<file path="src/rtl/probe_capture_pkg.sv">
// Constants, register map and field layout of the two-probe position capture unit.
// Assumes an APB master with 32-bit data and one register per aligned word.
//
// Behaviour
// RL1: Probe one low byte, two high; reserved zero
// RL2: Status bit 0 shows probe one enabled
// RL3: Status bit 1 set after probe one rising capture
// RL4: Status bit 2 set after probe one falling capture
// RL5: Status bit 8 shows probe two enabled
// RL6: Status bit 9 set after probe two rising capture
// RL7: Status bit 10 set after probe two falling capture
// RL8: Function bit 2/10 selects pin or internal trigger
// RL9: Select object picks zero-phase (0) or timing (1)
// RL10: Latch source picks feedback (0) or command (1)
// RL11: Zero-phase captures feedback, timing captures command
// RL12: Function word: probe one low byte, two high
// RL13: Mode bit 1 continuous, 0 first trigger only
// RL14: Capture stores position, sets flag; disable clears flags
package probe_capture_pkg;

    // Register indices; byte address is four times the index
    localparam logic [17:0] IDX_PROBE_FUNCTION      = 18'h060B8;
    localparam logic [17:0] IDX_PROBE_STATUS_WORD   = 18'h060B9;
    localparam logic [17:0] IDX_PROBE1_POS_RISE     = 18'h060BA;
    localparam logic [17:0] IDX_PROBE1_POS_FALL     = 18'h060BB;
    localparam logic [17:0] IDX_PROBE2_POS_RISE     = 18'h060BC;
    localparam logic [17:0] IDX_PROBE2_POS_FALL     = 18'h060BD;
    localparam logic [17:0] IDX_PROBE1_LATCH_SOURCE = 18'h044B0;
    localparam logic [17:0] IDX_PROBE2_LATCH_SOURCE = 18'h044B1;
    localparam logic [17:0] IDX_PROBE1_INT_TRIG_SEL = 18'h044B2;
    localparam logic [17:0] IDX_PROBE2_INT_TRIG_SEL = 18'h044B3;
    localparam logic [17:0] IDX_IRQ_STATUS          = 18'h04500;
    localparam logic [17:0] IDX_IRQ_MASK            = 18'h04501;

    // Field positions within one probe's byte of function and status words
    localparam int BYTE_W        = 8;
    localparam int FN_ENABLE     = 0;
    localparam int FN_CONTINUOUS = 1;
    localparam int FN_TRIG_SEL   = 2;
    localparam int FN_RISE_EN    = 4;
    localparam int FN_FALL_EN    = 5;
    localparam int ST_ENABLED    = 0;
    localparam int ST_RISE_DONE  = 1;
    localparam int ST_FALL_DONE  = 2;

    // Interrupt status layout: bit 2*probe is rising, 2*probe+1 falling
    localparam int IRQ_W = 4;

    // Reset values
    localparam logic [15:0] RST_FUNCTION = 16'h0000;
    localparam logic [7:0]  RST_SEL_BYTE = 8'h00;
    localparam logic [3:0]  RST_IRQ_MASK = 4'h0;

endpackage : probe_capture_pkg

</file>
<file path="src/rtl/touch_probe_latch_status.sv">
// Two-probe position capture unit with APB register access and a level interrupt.
// Trigger pins come from outside the clock domain and pass two flip-flops first;
// positions come from logic on the same clock and are used directly.
//
// Our own choice: the APB slave port.
module touch_probe_latch_status #(
    parameter int ADDR_W = 20,
    parameter int POS_W  = 32
) (
    input  wire logic              clock,
    input  wire logic              rst_n,
    input  wire logic              psel,
    input  wire logic              penable,
    input  wire logic              pwrite,
    input  wire logic [ADDR_W-1:0] paddr,
    input  wire logic [31:0]       pwdata,
    input  wire logic [3:0]        pstrb,
    output logic      [31:0]       prdata,
    output logic                   pready,
    output logic                   pslverr,
    output logic                   irq,
    input  wire logic              probe1_external_latch_input,
    input  wire logic              probe2_external_latch_input,
    input  wire logic              zero_phase_output,
    input  wire logic              timing_output,
    input  wire logic [POS_W-1:0]  feedback_position,
    input  wire logic [POS_W-1:0]  command_position
);

    typedef struct packed {
        logic [15:0]                function_word;
        logic [1:0][7:0]            latch_source;
        logic [1:0][7:0]            int_trig_sel;
        logic [1:0][POS_W-1:0]      pos_rise;
        logic [1:0][POS_W-1:0]      pos_fall;
        logic [1:0]                 rise_done;
        logic [1:0]                 fall_done;
        logic [3:0]                 sync_a;
        logic [3:0]                 sync_b;
        logic [1:0]                 trig_prev;
        logic [3:0]                 irq_status;
        logic [3:0]                 irq_mask;
        logic [31:0]                rdata;
        logic                       ready;
        logic                       slverr;
        logic                       irq_out;
    } state_t;

    state_t       r;
    state_t       next_r;
    logic [1:0]   rst_pipe;
    logic         rst_sync_n;

    // Reset released through two flops so every state flop leaves reset on one edge
    always_ff @(posedge clock or negedge rst_n) begin
        if (!rst_n) begin
            rst_pipe <= 2'h0;
        end else begin
            rst_pipe <= {rst_pipe[0], 1'b1};
        end
    end
    assign rst_sync_n = rst_pipe[1];

    // Byte-lane merge for writes; lanes with pstrb low keep their old value
    function automatic logic [31:0] lane_merge(input logic [31:0] old_v,
                                               input logic [31:0] new_v,
                                               input logic [3:0]  strb);
        logic [31:0] res;
        res = old_v;
        for (int b = 0; b < 4; b++) begin
            if (strb[b]) begin
                res[b*8 +: 8] = new_v[b*8 +: 8];
            end
        end
        return res;
    endfunction : lane_merge

    // Whole next-state computation: synchronisers, capture, APB slave, interrupt
    always_comb begin
        logic [17:0]       idx;
        logic              wr_now;
        logic              mapped;
        logic [31:0]       rd;
        logic [1:0]        trig_now;
        logic [1:0]        use_cmd;
        logic [POS_W-1:0]  qty;
        logic [3:0]        events;
        logic [15:0]       status;
        logic [31:0]       tmp;
        logic              en;
        logic              cont;
        idx      = paddr[19:2];
        wr_now   = 1'b0;
        mapped   = 1'b0;
        rd       = 32'h0000_0000;
        trig_now = 2'h0;
        use_cmd  = 2'h0;
        qty      = '0;
        events   = 4'h0;
        status   = 16'h0000;
        tmp      = 32'h0000_0000;
        en       = 1'b0;
        cont     = 1'b0;
        next_r   = r;

        // Second flop reads the first only; logic below reads the second
        next_r.sync_a = {timing_output, zero_phase_output,
                         probe2_external_latch_input, probe1_external_latch_input};
        next_r.sync_b = r.sync_a;

        // Per-probe trigger choice, captured quantity and edge capture
        for (int p = 0; p < 2; p++) begin
            if (!r.function_word[p*8 + probe_capture_pkg::FN_TRIG_SEL]) begin  // RL8
                trig_now[p] = r.sync_b[p];
                use_cmd[p]  = r.latch_source[p][0];                          // RL10
            end else if (!r.int_trig_sel[p][0]) begin                        // RL9
                trig_now[p] = r.sync_b[2];
                use_cmd[p]  = 1'b0;                                          // RL11
            end else begin
                trig_now[p] = r.sync_b[3];
                use_cmd[p]  = 1'b1;                                          // RL11
            end
            qty  = use_cmd[p] ? command_position : feedback_position;
            en   = r.function_word[p*8 + probe_capture_pkg::FN_ENABLE];     // RL12
            cont = r.function_word[p*8 + probe_capture_pkg::FN_CONTINUOUS];
            next_r.trig_prev[p] = trig_now[p];
            if (!en) begin
                next_r.rise_done[p] = 1'b0;                                  // RL14
                next_r.fall_done[p] = 1'b0;                                  // RL14
            end else begin
                // First-trigger mode ignores edges once its flag is set
                if (trig_now[p] && !r.trig_prev[p]
                        && r.function_word[p*8 + probe_capture_pkg::FN_RISE_EN]
                        && (cont || !r.rise_done[p])) begin                  // RL13
                    next_r.pos_rise[p]  = qty;                               // RL14
                    next_r.rise_done[p] = 1'b1;                              // RL3 RL6
                    events[2*p]         = 1'b1;
                end
                if (!trig_now[p] && r.trig_prev[p]
                        && r.function_word[p*8 + probe_capture_pkg::FN_FALL_EN]
                        && (cont || !r.fall_done[p])) begin                  // RL13
                    next_r.pos_fall[p]  = qty;                               // RL14
                    next_r.fall_done[p] = 1'b1;                              // RL4 RL7
                    events[2*p+1]       = 1'b1;
                end
            end
        end

        // Status word; reserved bits stay zero
        status = {5'h00, r.fall_done[1], r.rise_done[1], r.function_word[8],
                  5'h00, r.fall_done[0], r.rise_done[0], r.function_word[0]}; // RL1 RL2 RL5

        // One wait state: pready rises in the second access cycle, write lands there
        // A misaligned or out-of-range address is refused and must never write
        wr_now       = psel && penable && r.ready && pwrite && paddr[1:0] == 2'h0
                       && (paddr >> 20) == '0;
        next_r.ready = psel && penable && !r.ready;

        // Address decode and read mux
        mapped = 1'b1;
        if (idx == probe_capture_pkg::IDX_PROBE_FUNCTION) begin
            rd = {16'h0000, r.function_word};
            if (wr_now) begin
                tmp = lane_merge(rd, pwdata, pstrb);
                next_r.function_word = tmp[15:0];                            // RL12
            end
        end else if (idx == probe_capture_pkg::IDX_PROBE_STATUS_WORD) begin
            rd = {16'h0000, status};                                         // RL1
        end else if (idx == probe_capture_pkg::IDX_PROBE1_POS_RISE) begin
            rd = 32'(r.pos_rise[0]);
        end else if (idx == probe_capture_pkg::IDX_PROBE1_POS_FALL) begin
            rd = 32'(r.pos_fall[0]);
        end else if (idx == probe_capture_pkg::IDX_PROBE2_POS_RISE) begin
            rd = 32'(r.pos_rise[1]);
        end else if (idx == probe_capture_pkg::IDX_PROBE2_POS_FALL) begin
            rd = 32'(r.pos_fall[1]);
        end else if (idx == probe_capture_pkg::IDX_PROBE1_LATCH_SOURCE) begin
            rd = {24'h000000, r.latch_source[0]};
            if (wr_now && pstrb[0]) begin
                next_r.latch_source[0] = pwdata[7:0];                        // RL10
            end
        end else if (idx == probe_capture_pkg::IDX_PROBE2_LATCH_SOURCE) begin
            rd = {24'h000000, r.latch_source[1]};
            if (wr_now && pstrb[0]) begin
                next_r.latch_source[1] = pwdata[7:0];                        // RL10
            end
        end else if (idx == probe_capture_pkg::IDX_PROBE1_INT_TRIG_SEL) begin
            rd = {24'h000000, r.int_trig_sel[0]};
            if (wr_now && pstrb[0]) begin
                next_r.int_trig_sel[0] = pwdata[7:0];                        // RL9
            end
        end else if (idx == probe_capture_pkg::IDX_PROBE2_INT_TRIG_SEL) begin
            rd = {24'h000000, r.int_trig_sel[1]};
            if (wr_now && pstrb[0]) begin
                next_r.int_trig_sel[1] = pwdata[7:0];                        // RL9
            end
        end else if (idx == probe_capture_pkg::IDX_IRQ_STATUS) begin
            rd = {28'h0000000, r.irq_status};
        end else if (idx == probe_capture_pkg::IDX_IRQ_MASK) begin
            rd = {28'h0000000, r.irq_mask};
            if (wr_now && pstrb[0]) begin
                next_r.irq_mask = pwdata[3:0];
            end
        end else begin
            mapped = 1'b0;
        end
        if (paddr[1:0] != 2'h0 || (paddr >> 20) != '0) begin
            mapped = 1'b0;
        end

        // Read data and error are registered with pready; unmapped reads return zero
        if (next_r.ready) begin
            next_r.rdata  = (mapped && !pwrite) ? rd : 32'h0000_0000;
            next_r.slverr = !mapped;
        end else begin
            next_r.rdata  = 32'h0000_0000;
            next_r.slverr = 1'b0;
        end

        // Sticky interrupt bits: write one to clear, a same-cycle event wins
        next_r.irq_status = r.irq_status;
        if (wr_now && mapped && pstrb[0] && idx == probe_capture_pkg::IDX_IRQ_STATUS) begin
            next_r.irq_status = r.irq_status & ~pwdata[3:0];
        end
        next_r.irq_status = next_r.irq_status | events;
        next_r.irq_out    = |(next_r.irq_status & next_r.irq_mask);
    end

    // State register; asynchronous reset loads constants only
    always_ff @(posedge clock or negedge rst_sync_n) begin
        if (!rst_sync_n) begin
            r               <= '0;
            r.function_word <= probe_capture_pkg::RST_FUNCTION;
            r.latch_source  <= {2{probe_capture_pkg::RST_SEL_BYTE}};         // RL10
            r.int_trig_sel  <= {2{probe_capture_pkg::RST_SEL_BYTE}};         // RL9
            r.irq_mask      <= probe_capture_pkg::RST_IRQ_MASK;
        end else begin
            r <= next_r;
        end
    end

    // Outputs straight from flops
    assign prdata  = r.rdata;
    assign pready  = r.ready;
    assign pslverr = r.slverr;
    assign irq     = r.irq_out;

endmodule : touch_probe_latch_status

</file>
<file path="config.mk">
export PLATFORM = sky130hd
export DESIGN_NAME = touch_probe_latch_status
export DESIGN_NICKNAME = d
export VERILOG_FILES = /design/src/rtl/probe_capture_pkg.sv /design/src/rtl/touch_probe_latch_status.sv
export SDC_FILE = /design/constraint.sdc
export NUM_CORES = 1
export LEC_CHECK = 0
export BUFFER_PORTS_ARGS = -buffer_cell sky130_fd_sc_hd__buf_2
export CAP_MARGIN = 20
export CORE_MARGIN = 3
export CORE_UTILIZATION = 50
export CTS_CLUSTER_SIZE = 24
export DETAILED_ROUTE_END_ITERATION = 7
export PLACE_DENSITY = 0.71
export SYNTH_ARGS = -nofsm -noshare
export SYNTH_HDL_FRONTEND = slang
export SYNTH_SLANG_ARGS = --single-unit
</file>
<file path="constraint.sdc">
create_clock -name clock -period 9 [get_ports clock]
set_input_delay 0.45 -clock clock [delete_from_list [all_inputs] [get_ports clock]]
set_output_delay 0.45 -clock clock [all_outputs]
set_load 0.02 [all_outputs]
</file>
# After elaboration in Yosys (flattened, before gate mapping)
# Index checks and enable logic that the tools add are counted.
[classes]
bitwise_logic = 13
n_mux = 66
n_eq_ne = 16
reduce_logical = 50
[op_table]
columns = ["operator", "count"]
rows = [
  ["2-to-1 mux 32 bit", 10],
  ["equality test 18 x 15 -> 1 bit, second input constant", 12],
  ["2-to-1 mux 4 bit", 16],
  ["2-to-1 mux 1 bit", 34],
  ["2-to-1 mux 8 bit", 4],
  ["logical AND 1 bit", 22],
  ["zero test 1 bit", 11],
  ["AND reduction 11 bit", 1],
  ["AND reduction 10 bit", 1],
  ["NOT 1 bit", 9],
  ["AND reduction 9 bit", 1],
  ["bitwise AND 4 bit", 2],
  ["inequality test 2 x 1 -> 1 bit, second input constant", 4],
  ["AND reduction 2 bit", 4],
  ["AND reduction 8 bit", 1],
  ["AND reduction 3 bit", 2],
  ["logical OR 1 bit", 4],
  ["2-to-1 mux 2 bit", 2],
  ["NOT 4 bit", 1],
  ["bitwise OR 4 bit", 1],
  ["OR reduction 4 bit", 1],
  ["zero test 2 bit", 1],
  ["nonzero test 2 bit", 1],
]
[totals]
wordCells = 169
input_bits = 129
output_inout_bits = 35
register_bits = 235

# Longest topological paths before layout
# Gate-level depths: netlist (run 1).
[depth]
ltp_word = 21
ltp_mapped = 10
mapped_depth_nobuf = 7

# Worst setup path before layout (run 1)
# OpenSTA, ideal clock, no wires.
[synth_timing]
kind = "input to register"
startpoint = "input paddr[14]"
endpoint = "register r (netlist bit prdata[24])"
setup_ns = 0.073
stages = 9
path_buffers = 4
path_slack_ns = 6.370
required_ns = 8.927
arrival_ns = 2.557
cell_sequence = "or4b_1 -> buf_2 -> or4_4 -> buf_6 -> a31o_4 -> or2_1 -> buf_6 -> buf_6 -> nor2_1"
[synth_rtl]
columns = ["element", "line", "source"]
rows = [
  ["from (decl)", "touch_probe_latch_status.sv:15", "input wire logic [ADDR_W-1:0] paddr,"],
  ["to (signal assigned)", "touch_probe_latch_status.sv:238", "r <= next_r;"],
  ["to (decl)", "touch_probe_latch_status.sv:49", "state_t r;"],
]

# Worst setup path after layout (run 1)
[layout_timing]
startpoint = "input paddr[14]"
endpoint = "register r[223] (netlist bit)"
[layout_between]
elab_chain_len = 2
[layout_rtl]
columns = ["element", "line", "source"]
rows = [
  ["equality test 18 x 15 -> 1 bit", "touch_probe_latch_status.sv:161", "if (idx == probe_capture_pkg::IDX_PROBE_FUNCTION) begin"],
  ["AND reduction 3 bit (no source line)", "-", ""],
]
# No other way between the ends.
# A chain may end at the register's enable or synchronous reset.

==> results of run 1 <==
==> worst reg2reg max path, stage by stage, from the launching register on <==
cell and delay (ns):
dfrtp_1 0.50, mux2_2 0.41, mux2i_1 0.26, nand3_1 0.19
nor2_4 0.52, buf_4 0.54, nor2_1 0.10, a21oi_1 0.14
==> area by class of cell <==
| cell class | count | area [µm²] |
|---|---|---|
| Fill cell | 1782 | 8773 |
| Sequential cell | 235 | 5884 |
| Multi-Input combinational cell | 681 | 4487 |
| Timing Repair Buffer | 159 | 845.8 |
| Clock buffer | 32 | 661.9 |
| Tap cell | 275 | 344.1 |
| Clock inverter | 14 | 126.4 |
| Inverter | 7 | 26.28 |
| Antenna cell | 2 | 5.005 |
==> flip-flops by register name, summed over array words and instances (netlist names) <==
signal and cells:
r 194, prdata 32, next_r 4, rst_pipe 2, irq 1, pready 1, pslverr 1
==> power by group <==
part / switching (W) / total (W) / internal (W) / leakage, nW
sequential: 0.00000645 / 0.00107 / 0.00106 / 2.58
clock: 0.000415 / 0.000993 / 0.000578 / 0.394
combinational: 0.0000561 / 0.0000894 / 0.0000333 / 3.05
total: 0.000478 / 0.00215 / 0.00167 / 6.02
==> final timing paths <==
check	startpoint	to	slack, ns
setup / recovery	paddr[14]	r[223]	6.04
hold / removal	probe2_external_latch_input	next_r[46]	0.04
setup reg to reg	r[193]	r[108]	6.26
hold reg to reg	next_r[45]	r[45]	0.35
max in group asynchronous	rst_pipe[1]	r[177]	7.21
min in group asynchronous	rst_n	rst_pipe[1]	0.24
==> cell usage after synthesis, types with 5 or more instances <==
cell type | n | share of area
o21ai_0 | 85 | 0.039
clkbuf_1 | 43 | 0.015
mux2_2 | 71 | 0.074
a22oi_1 | 11 | 0.0076
o22ai_1 | 5 | 0.0029
nor4_1 | 6 | 0.0035
and3_1 | 5 | 0.0029
a221oi_1 | 11 | 0.0089
a21oi_1 | 90 | 0.042
nand3_1 | 14 | 0.0065
buf_1 | 11 | 0.0038
nand2_1 | 94 | 0.033
nor2_1 | 111 | 0.039
dfrtp_1 | 235 | 0.54
inv_1 | 7 | 0.0024
o211ai_1 | 6 | 0.0042
buf_4 | 32 | 0.022
a221o_1 | 5 | 0.0046
mux2i_1 | 98 | 0.091
==> kinds of logic after synthesis <==
logic type,Yosys count,synth area share
buffers and inverters,98,0.04740
AO/OA/AOI/OAI,248,0.1370
other,1,0.0003465
flip-flops,235,0.5434
multiplexers,169,0.1645
AND/OR/NAND/NOR,263,0.1073
==> placed cells by master, fill, tap and decap left out, types with 3 or more instances in the layout <==
master and count:
buf_2 145, a22oi_1 11, and3_1 5, a21boi_0 4
nand3_1 13, nor4b_1 3, a221o_1 5, clkbuf_16 25
nor4_1 4, mux2i_1 96, mux2_2 71, nand2b_1 4
nand2_1 94, o22a_1 4, o21a_1 3, o21ai_0 85
and4_1 3, o22ai_1 5, a221oi_1 11, or2_2 3
nor4_2 3, a32oi_1 4, o211ai_1 6, clkbuf_1 6
buf_4 12, dfrtp_1 234, a21o_1 4, nor2_1 109
clkinv_2 10, nand4_1 3, inv_1 7, a21oi_1 90
==> stage by stage <==
stage | std cells | hold WS, ns
CTS | 1402 | 0.02381
detailed placement | 1355 | 0.2371
floorplan | 1014 | 0.1544
finish | 1405 | 0.04010
global route | 1405 | 0.02375
global placement | 1355 | 0.2369
==> per-layer routing <==
metal,vias to the layer above,track usage,wire length (µm)
met4,2,0.04794,327
met1,3976,0.3225,11890
met5,-,0,9
met2,249,0.3580,12400
li1,3769,-,-
met3,29,0.03652,1868
==> results.md, run 1 <==
- Max-slew violations: 0
- Total power: 0.002149 W
- Post-synth cell types: 59
- Nets@finish: 1238
- Post-CTS Hold Buffers: 1
- Synth Warn #: 0
- Async SR Flop Fraction: 1.000
- Main synth FF type: dfrtp_1
- GRT Util Overall: 0.2226
- Worst setup SP type: input pin
- Pleak: 6.025 nW
- Critical-path maximum fanout: 8
- Max-slew headroom: 0.3243
- FP Rows: 53
- Antenna Violating Nets Remaining: 0
- Initial antenna violation count: 3
- Starting Density: 0.5116
- Crit path buf inv count: 1
- Critical path's top delay family: simple AND/OR/NAND/NOR gates
- Remaining Overflow, GRT: 0
- Worst setup EP type: flip-flop
- Post-Synthesis Cells: 1014
- Hold Fails Final Rpt: 0
- Syn_nets: 1143
- Dpl hpwl: 17.06 mm
- Cts repair resizes: 0
- Clk_lat worst skew: 0.52 ns
- Vias in the first global route: 8065
- Hold path depth: 1
- Levels on crit path: 6
- IO buf count: 145
- TritonCTS Buffers: 25
- Vias/cell: 5.712
- RSZ-0062 raised after global routing: false
- CTS Buffer Depth: 3
- Final setup vio count: 0
- Setup TNS: 0 ns
- Clock slew at reported path FFs: 0.06 ns
- Post-route setup slack: 6.039 ns
- Worst Setup Path Type: input pin to flip-flop
- Crit path time final: 2.961 ns
- First-pass GRT wire length: 42.45 mm
- DRC Markers: 0
- Part of the Yosys area used for sequential elements: 0.5434
- Post-synth EDFFs: 0
- Die Y: 153.1 µm
- F_max: 0.3377 GHz
- CTS Sinks: 235
- Slowest cell on the critical path: nor4b_1
- Synth-to-layout area growth: 14.41%
- Post-route cell area: 0.01238 mm²
- Maxcap violations: 0
- Via count: 8025
- Final Util: 0.5853
- Routability Congestion: 0.8671
- Worst endpoint required time: 9.40 ns
- Tcrit/Tclk final: 0.3291
- R2R cell count: 7
- TritonCTS clock tree: done
- Die ar.: 0.02344 mm²
- Placed inst area: 0.01157 mm²
- Post-place setup slack: 5.615 ns
- Synthesized flop and latch total: 235
- Share of cells above drive strength 1: 0.2535
- Htree depth: 1
- Measured slew at the worst slew-check pin: 1.013 ns
- Pin count of the biggest net entering global routing: 173
- Mapped Area: 0.01082 mm²
- Initial DRC Count: 586
- I/O pins: 164
- Root Buffer: clkbuf_16
- Core Area: 0.02115 mm²
- Worst Skew: 0.01239 ns
- Syn avg cell area: 10.67 µm²
- Maximum resistive drop on vdd: 0.0001325 V
- Status: finished, final reports clean
- Crit-path cells: buf_2 > nor4b_1 > nand4_1 > nor2_1 > nand2_1 > mux2_2
- Max stage delay on crit path: 0.72 ns
- Drt total wl: 26.50 mm
- Routed WL per cell: 18.86 µm
- Arrival time worst endpoint: 3.36 ns
- Post-CTS Setup Inserts: 0
- P per Cell Area: 173.6 mW/mm²
- Initial DRT Pass Iterations: 5
- Die W: 153.1 µm
- Worst min path class: input pin to flip-flop
(Power assumes the default switching activity.)
==> run 2, diff against run 1 <==
==> constraint.sdc (replaced) <==
create_clock -name clock -period 2.8 [get_ports clock]
set_input_delay 0.14 -clock clock [delete_from_list [all_inputs] [get_ports clock]]
set_output_delay 0.14 -clock clock [all_outputs]
set_load 0.02 [all_outputs]
==> results.md, run 2 (synthesized netlist as in run 1, its figures left out) <==
- Status: finished, final reports clean
- Worst setup SP type: flip-flop
- Max-slew violations: 0
- Ant. Diodes: 0
- TritonCTS Buffers: 25
- Hold Fails Final Rpt: 0
- Measured slew at the worst slew-check pin: 0.8365 ns
- Vias in the first global route: 8939
- FP Rows: 53
- TritonCTS clock tree: done
- Leading cell type in the layout, fill and taps excluded: dfrtp_1
- Arrival time worst endpoint: 3.03 ns
- Die ar.: 0.02344 mm²
- Worst endpoint required time: 3.16 ns
- Routability Congestion: 0.8699
- IO buf count: 145
- First-pass GRT wire length: 46.86 mm
- Via count: 8757
- Vias/cell: 5.657
- Starting Density: 0.5116
- Die W: 153.1 µm
- Crit-path cells: mux2i_4 > buf_4 > mux2i_1 > dlygate4sd3_1 > a21oi_1
- Core Area: 0.02115 mm²
- I/O pins: 164
- F_max: 0.3752 GHz
- Max reg flops: 194
- Worst Skew: 0.01159 ns
- Synth-to-layout area growth: 27.83%
- Critical-path maximum fanout: 11
- Clk_lat worst skew: 0.52 ns
- RSZ-0062 raised after global routing: false
- Most frequent cells in the layout: 234 x dfrtp_1, 145 x buf_2, 114 x dlygate4sd3_1
- Root Buffer: clkbuf_16
- Maximum resistive drop on vdd: 0.0005196 V
- GRT Util Overall: 0.2438
- Pleak: 6.686 nW
- Initial DRC Count: 576
- Worst setup EP type: flip-flop
- Setup TNS: 0 ns
- Remaining Overflow, GRT: 0
- Htree depth: 1
- CTS Buffer Depth: 3
- Pin count of the biggest net entering global routing: 71
- Tcrit/Tclk final: 0.9519
- Max stage delay on crit path: 0.74 ns
- Antenna Violating Nets Remaining: 0
- Final setup vio count: 0
- Routed WL per cell: 18.65 µm
- Die Y: 153.1 µm
- Worst hold slack: 0.01690 ns
- Share of cells above drive strength 1: 0.2514
- Initial antenna violation count: 0
- Post-CTS Setup Inserts: 0
- Worst min path class: input pin to flip-flop
- P per Cell Area: 511.9 mW/mm²
- Crit path time final: 2.665 ns
- Placed inst area: 0.01188 mm²
- Most flop-heavy register: r
- DRC Markers: 0
- Initial DRT Pass Iterations: 4
- Nets@finish: 1383
- Worst Setup Path Type: flip-flop to flip-flop
- Maxcap violations: 0
- Final Util: 0.6539
- Clock slew at reported path FFs: 0.06 ns
- Slowest cell on the critical path: mux2i_4
- Post-route cell area: 0.01383 mm²
- CTS Sinks: 235
- Max-slew headroom: 0.4423
- Dpl hpwl: 18.59 mm
- Drt total wl: 28.87 mm
run 2: power by group:
part           total (W)  internal (W)  switching (W)
Clock            0.00322       0.00189        0.00132
Combinational   0.000441      0.000223       0.000217
Sequential       0.00342       0.00341      0.0000146
Total            0.00708       0.00552        0.00156
run 2: metal layers:
layer | routed length [µm] | GRT usage | up-vias | part of all wire
li1 | - | - | 4065 | -
met1 | 12720 | 0.3400 | 4308 | 0.44
met2 | 13360 | 0.3913 | 315 | 0.46
met3 | 1890 | 0.04105 | 69 | 0.065
met4 | 892 | 0.08231 | 0 | 0.031
met5 | 0 | 0 | - | 0
run 2: per-stage QoR:
stage	worst slack, ns	power, W	cells
floorplan	0.4283	0.003624	1014
global placement	0.2488	0.003794	1388
detailed placement	0.1953	0.003798	1388
CTS	0.2220	0.007139	1548
global route	0.05462	0.007328	1548
finish	0.1347	0.007081	1548
run 2: layout make-up:
class                   instances  area (µm²)
clock buffers                  35       723.2
clock inverters                11       88.84
fillers                      1621        7321
inverters                       7       26.28
multi-input cells             681        4487
flip-flops and latches        235        5884
well taps                     275       344.1
repair buffers                304        2280
run 2: timing repair:
action | in CTS | in global routing
endpoints found under the setup margin | 0 | 0
hold buffers | 114 | 0
endpoints found under the hold margin | 164 | 0
gates resized for setup | 0 | 0
run 2: final timing paths:
path / slack, ns / endpoint / startpoint / cells after the start
setup / recovery: 0.13 / r[76] / r[219] / 5
max in group asynchronous: 1.73 / prdata[29] / rst_pipe[1] / 1
hold reg to reg: 0.31 / r[96] / rst_pipe[1] / 0
setup reg to reg: 0.13 / r[76] / r[219] / 5
min in group asynchronous: 0.31 / r[96] / rst_pipe[1] / 0
hold / removal: 0.02 / r[100] / feedback_position[11] / 3
run 2: critical path: cells and delay by family (launching register included):
family                 cells  cell delay, ns
flip-flops                 1            0.55
multiplexers               2            0.97
buffers and inverters      2            0.91
AO/OA/AOI/OAI              1            0.08
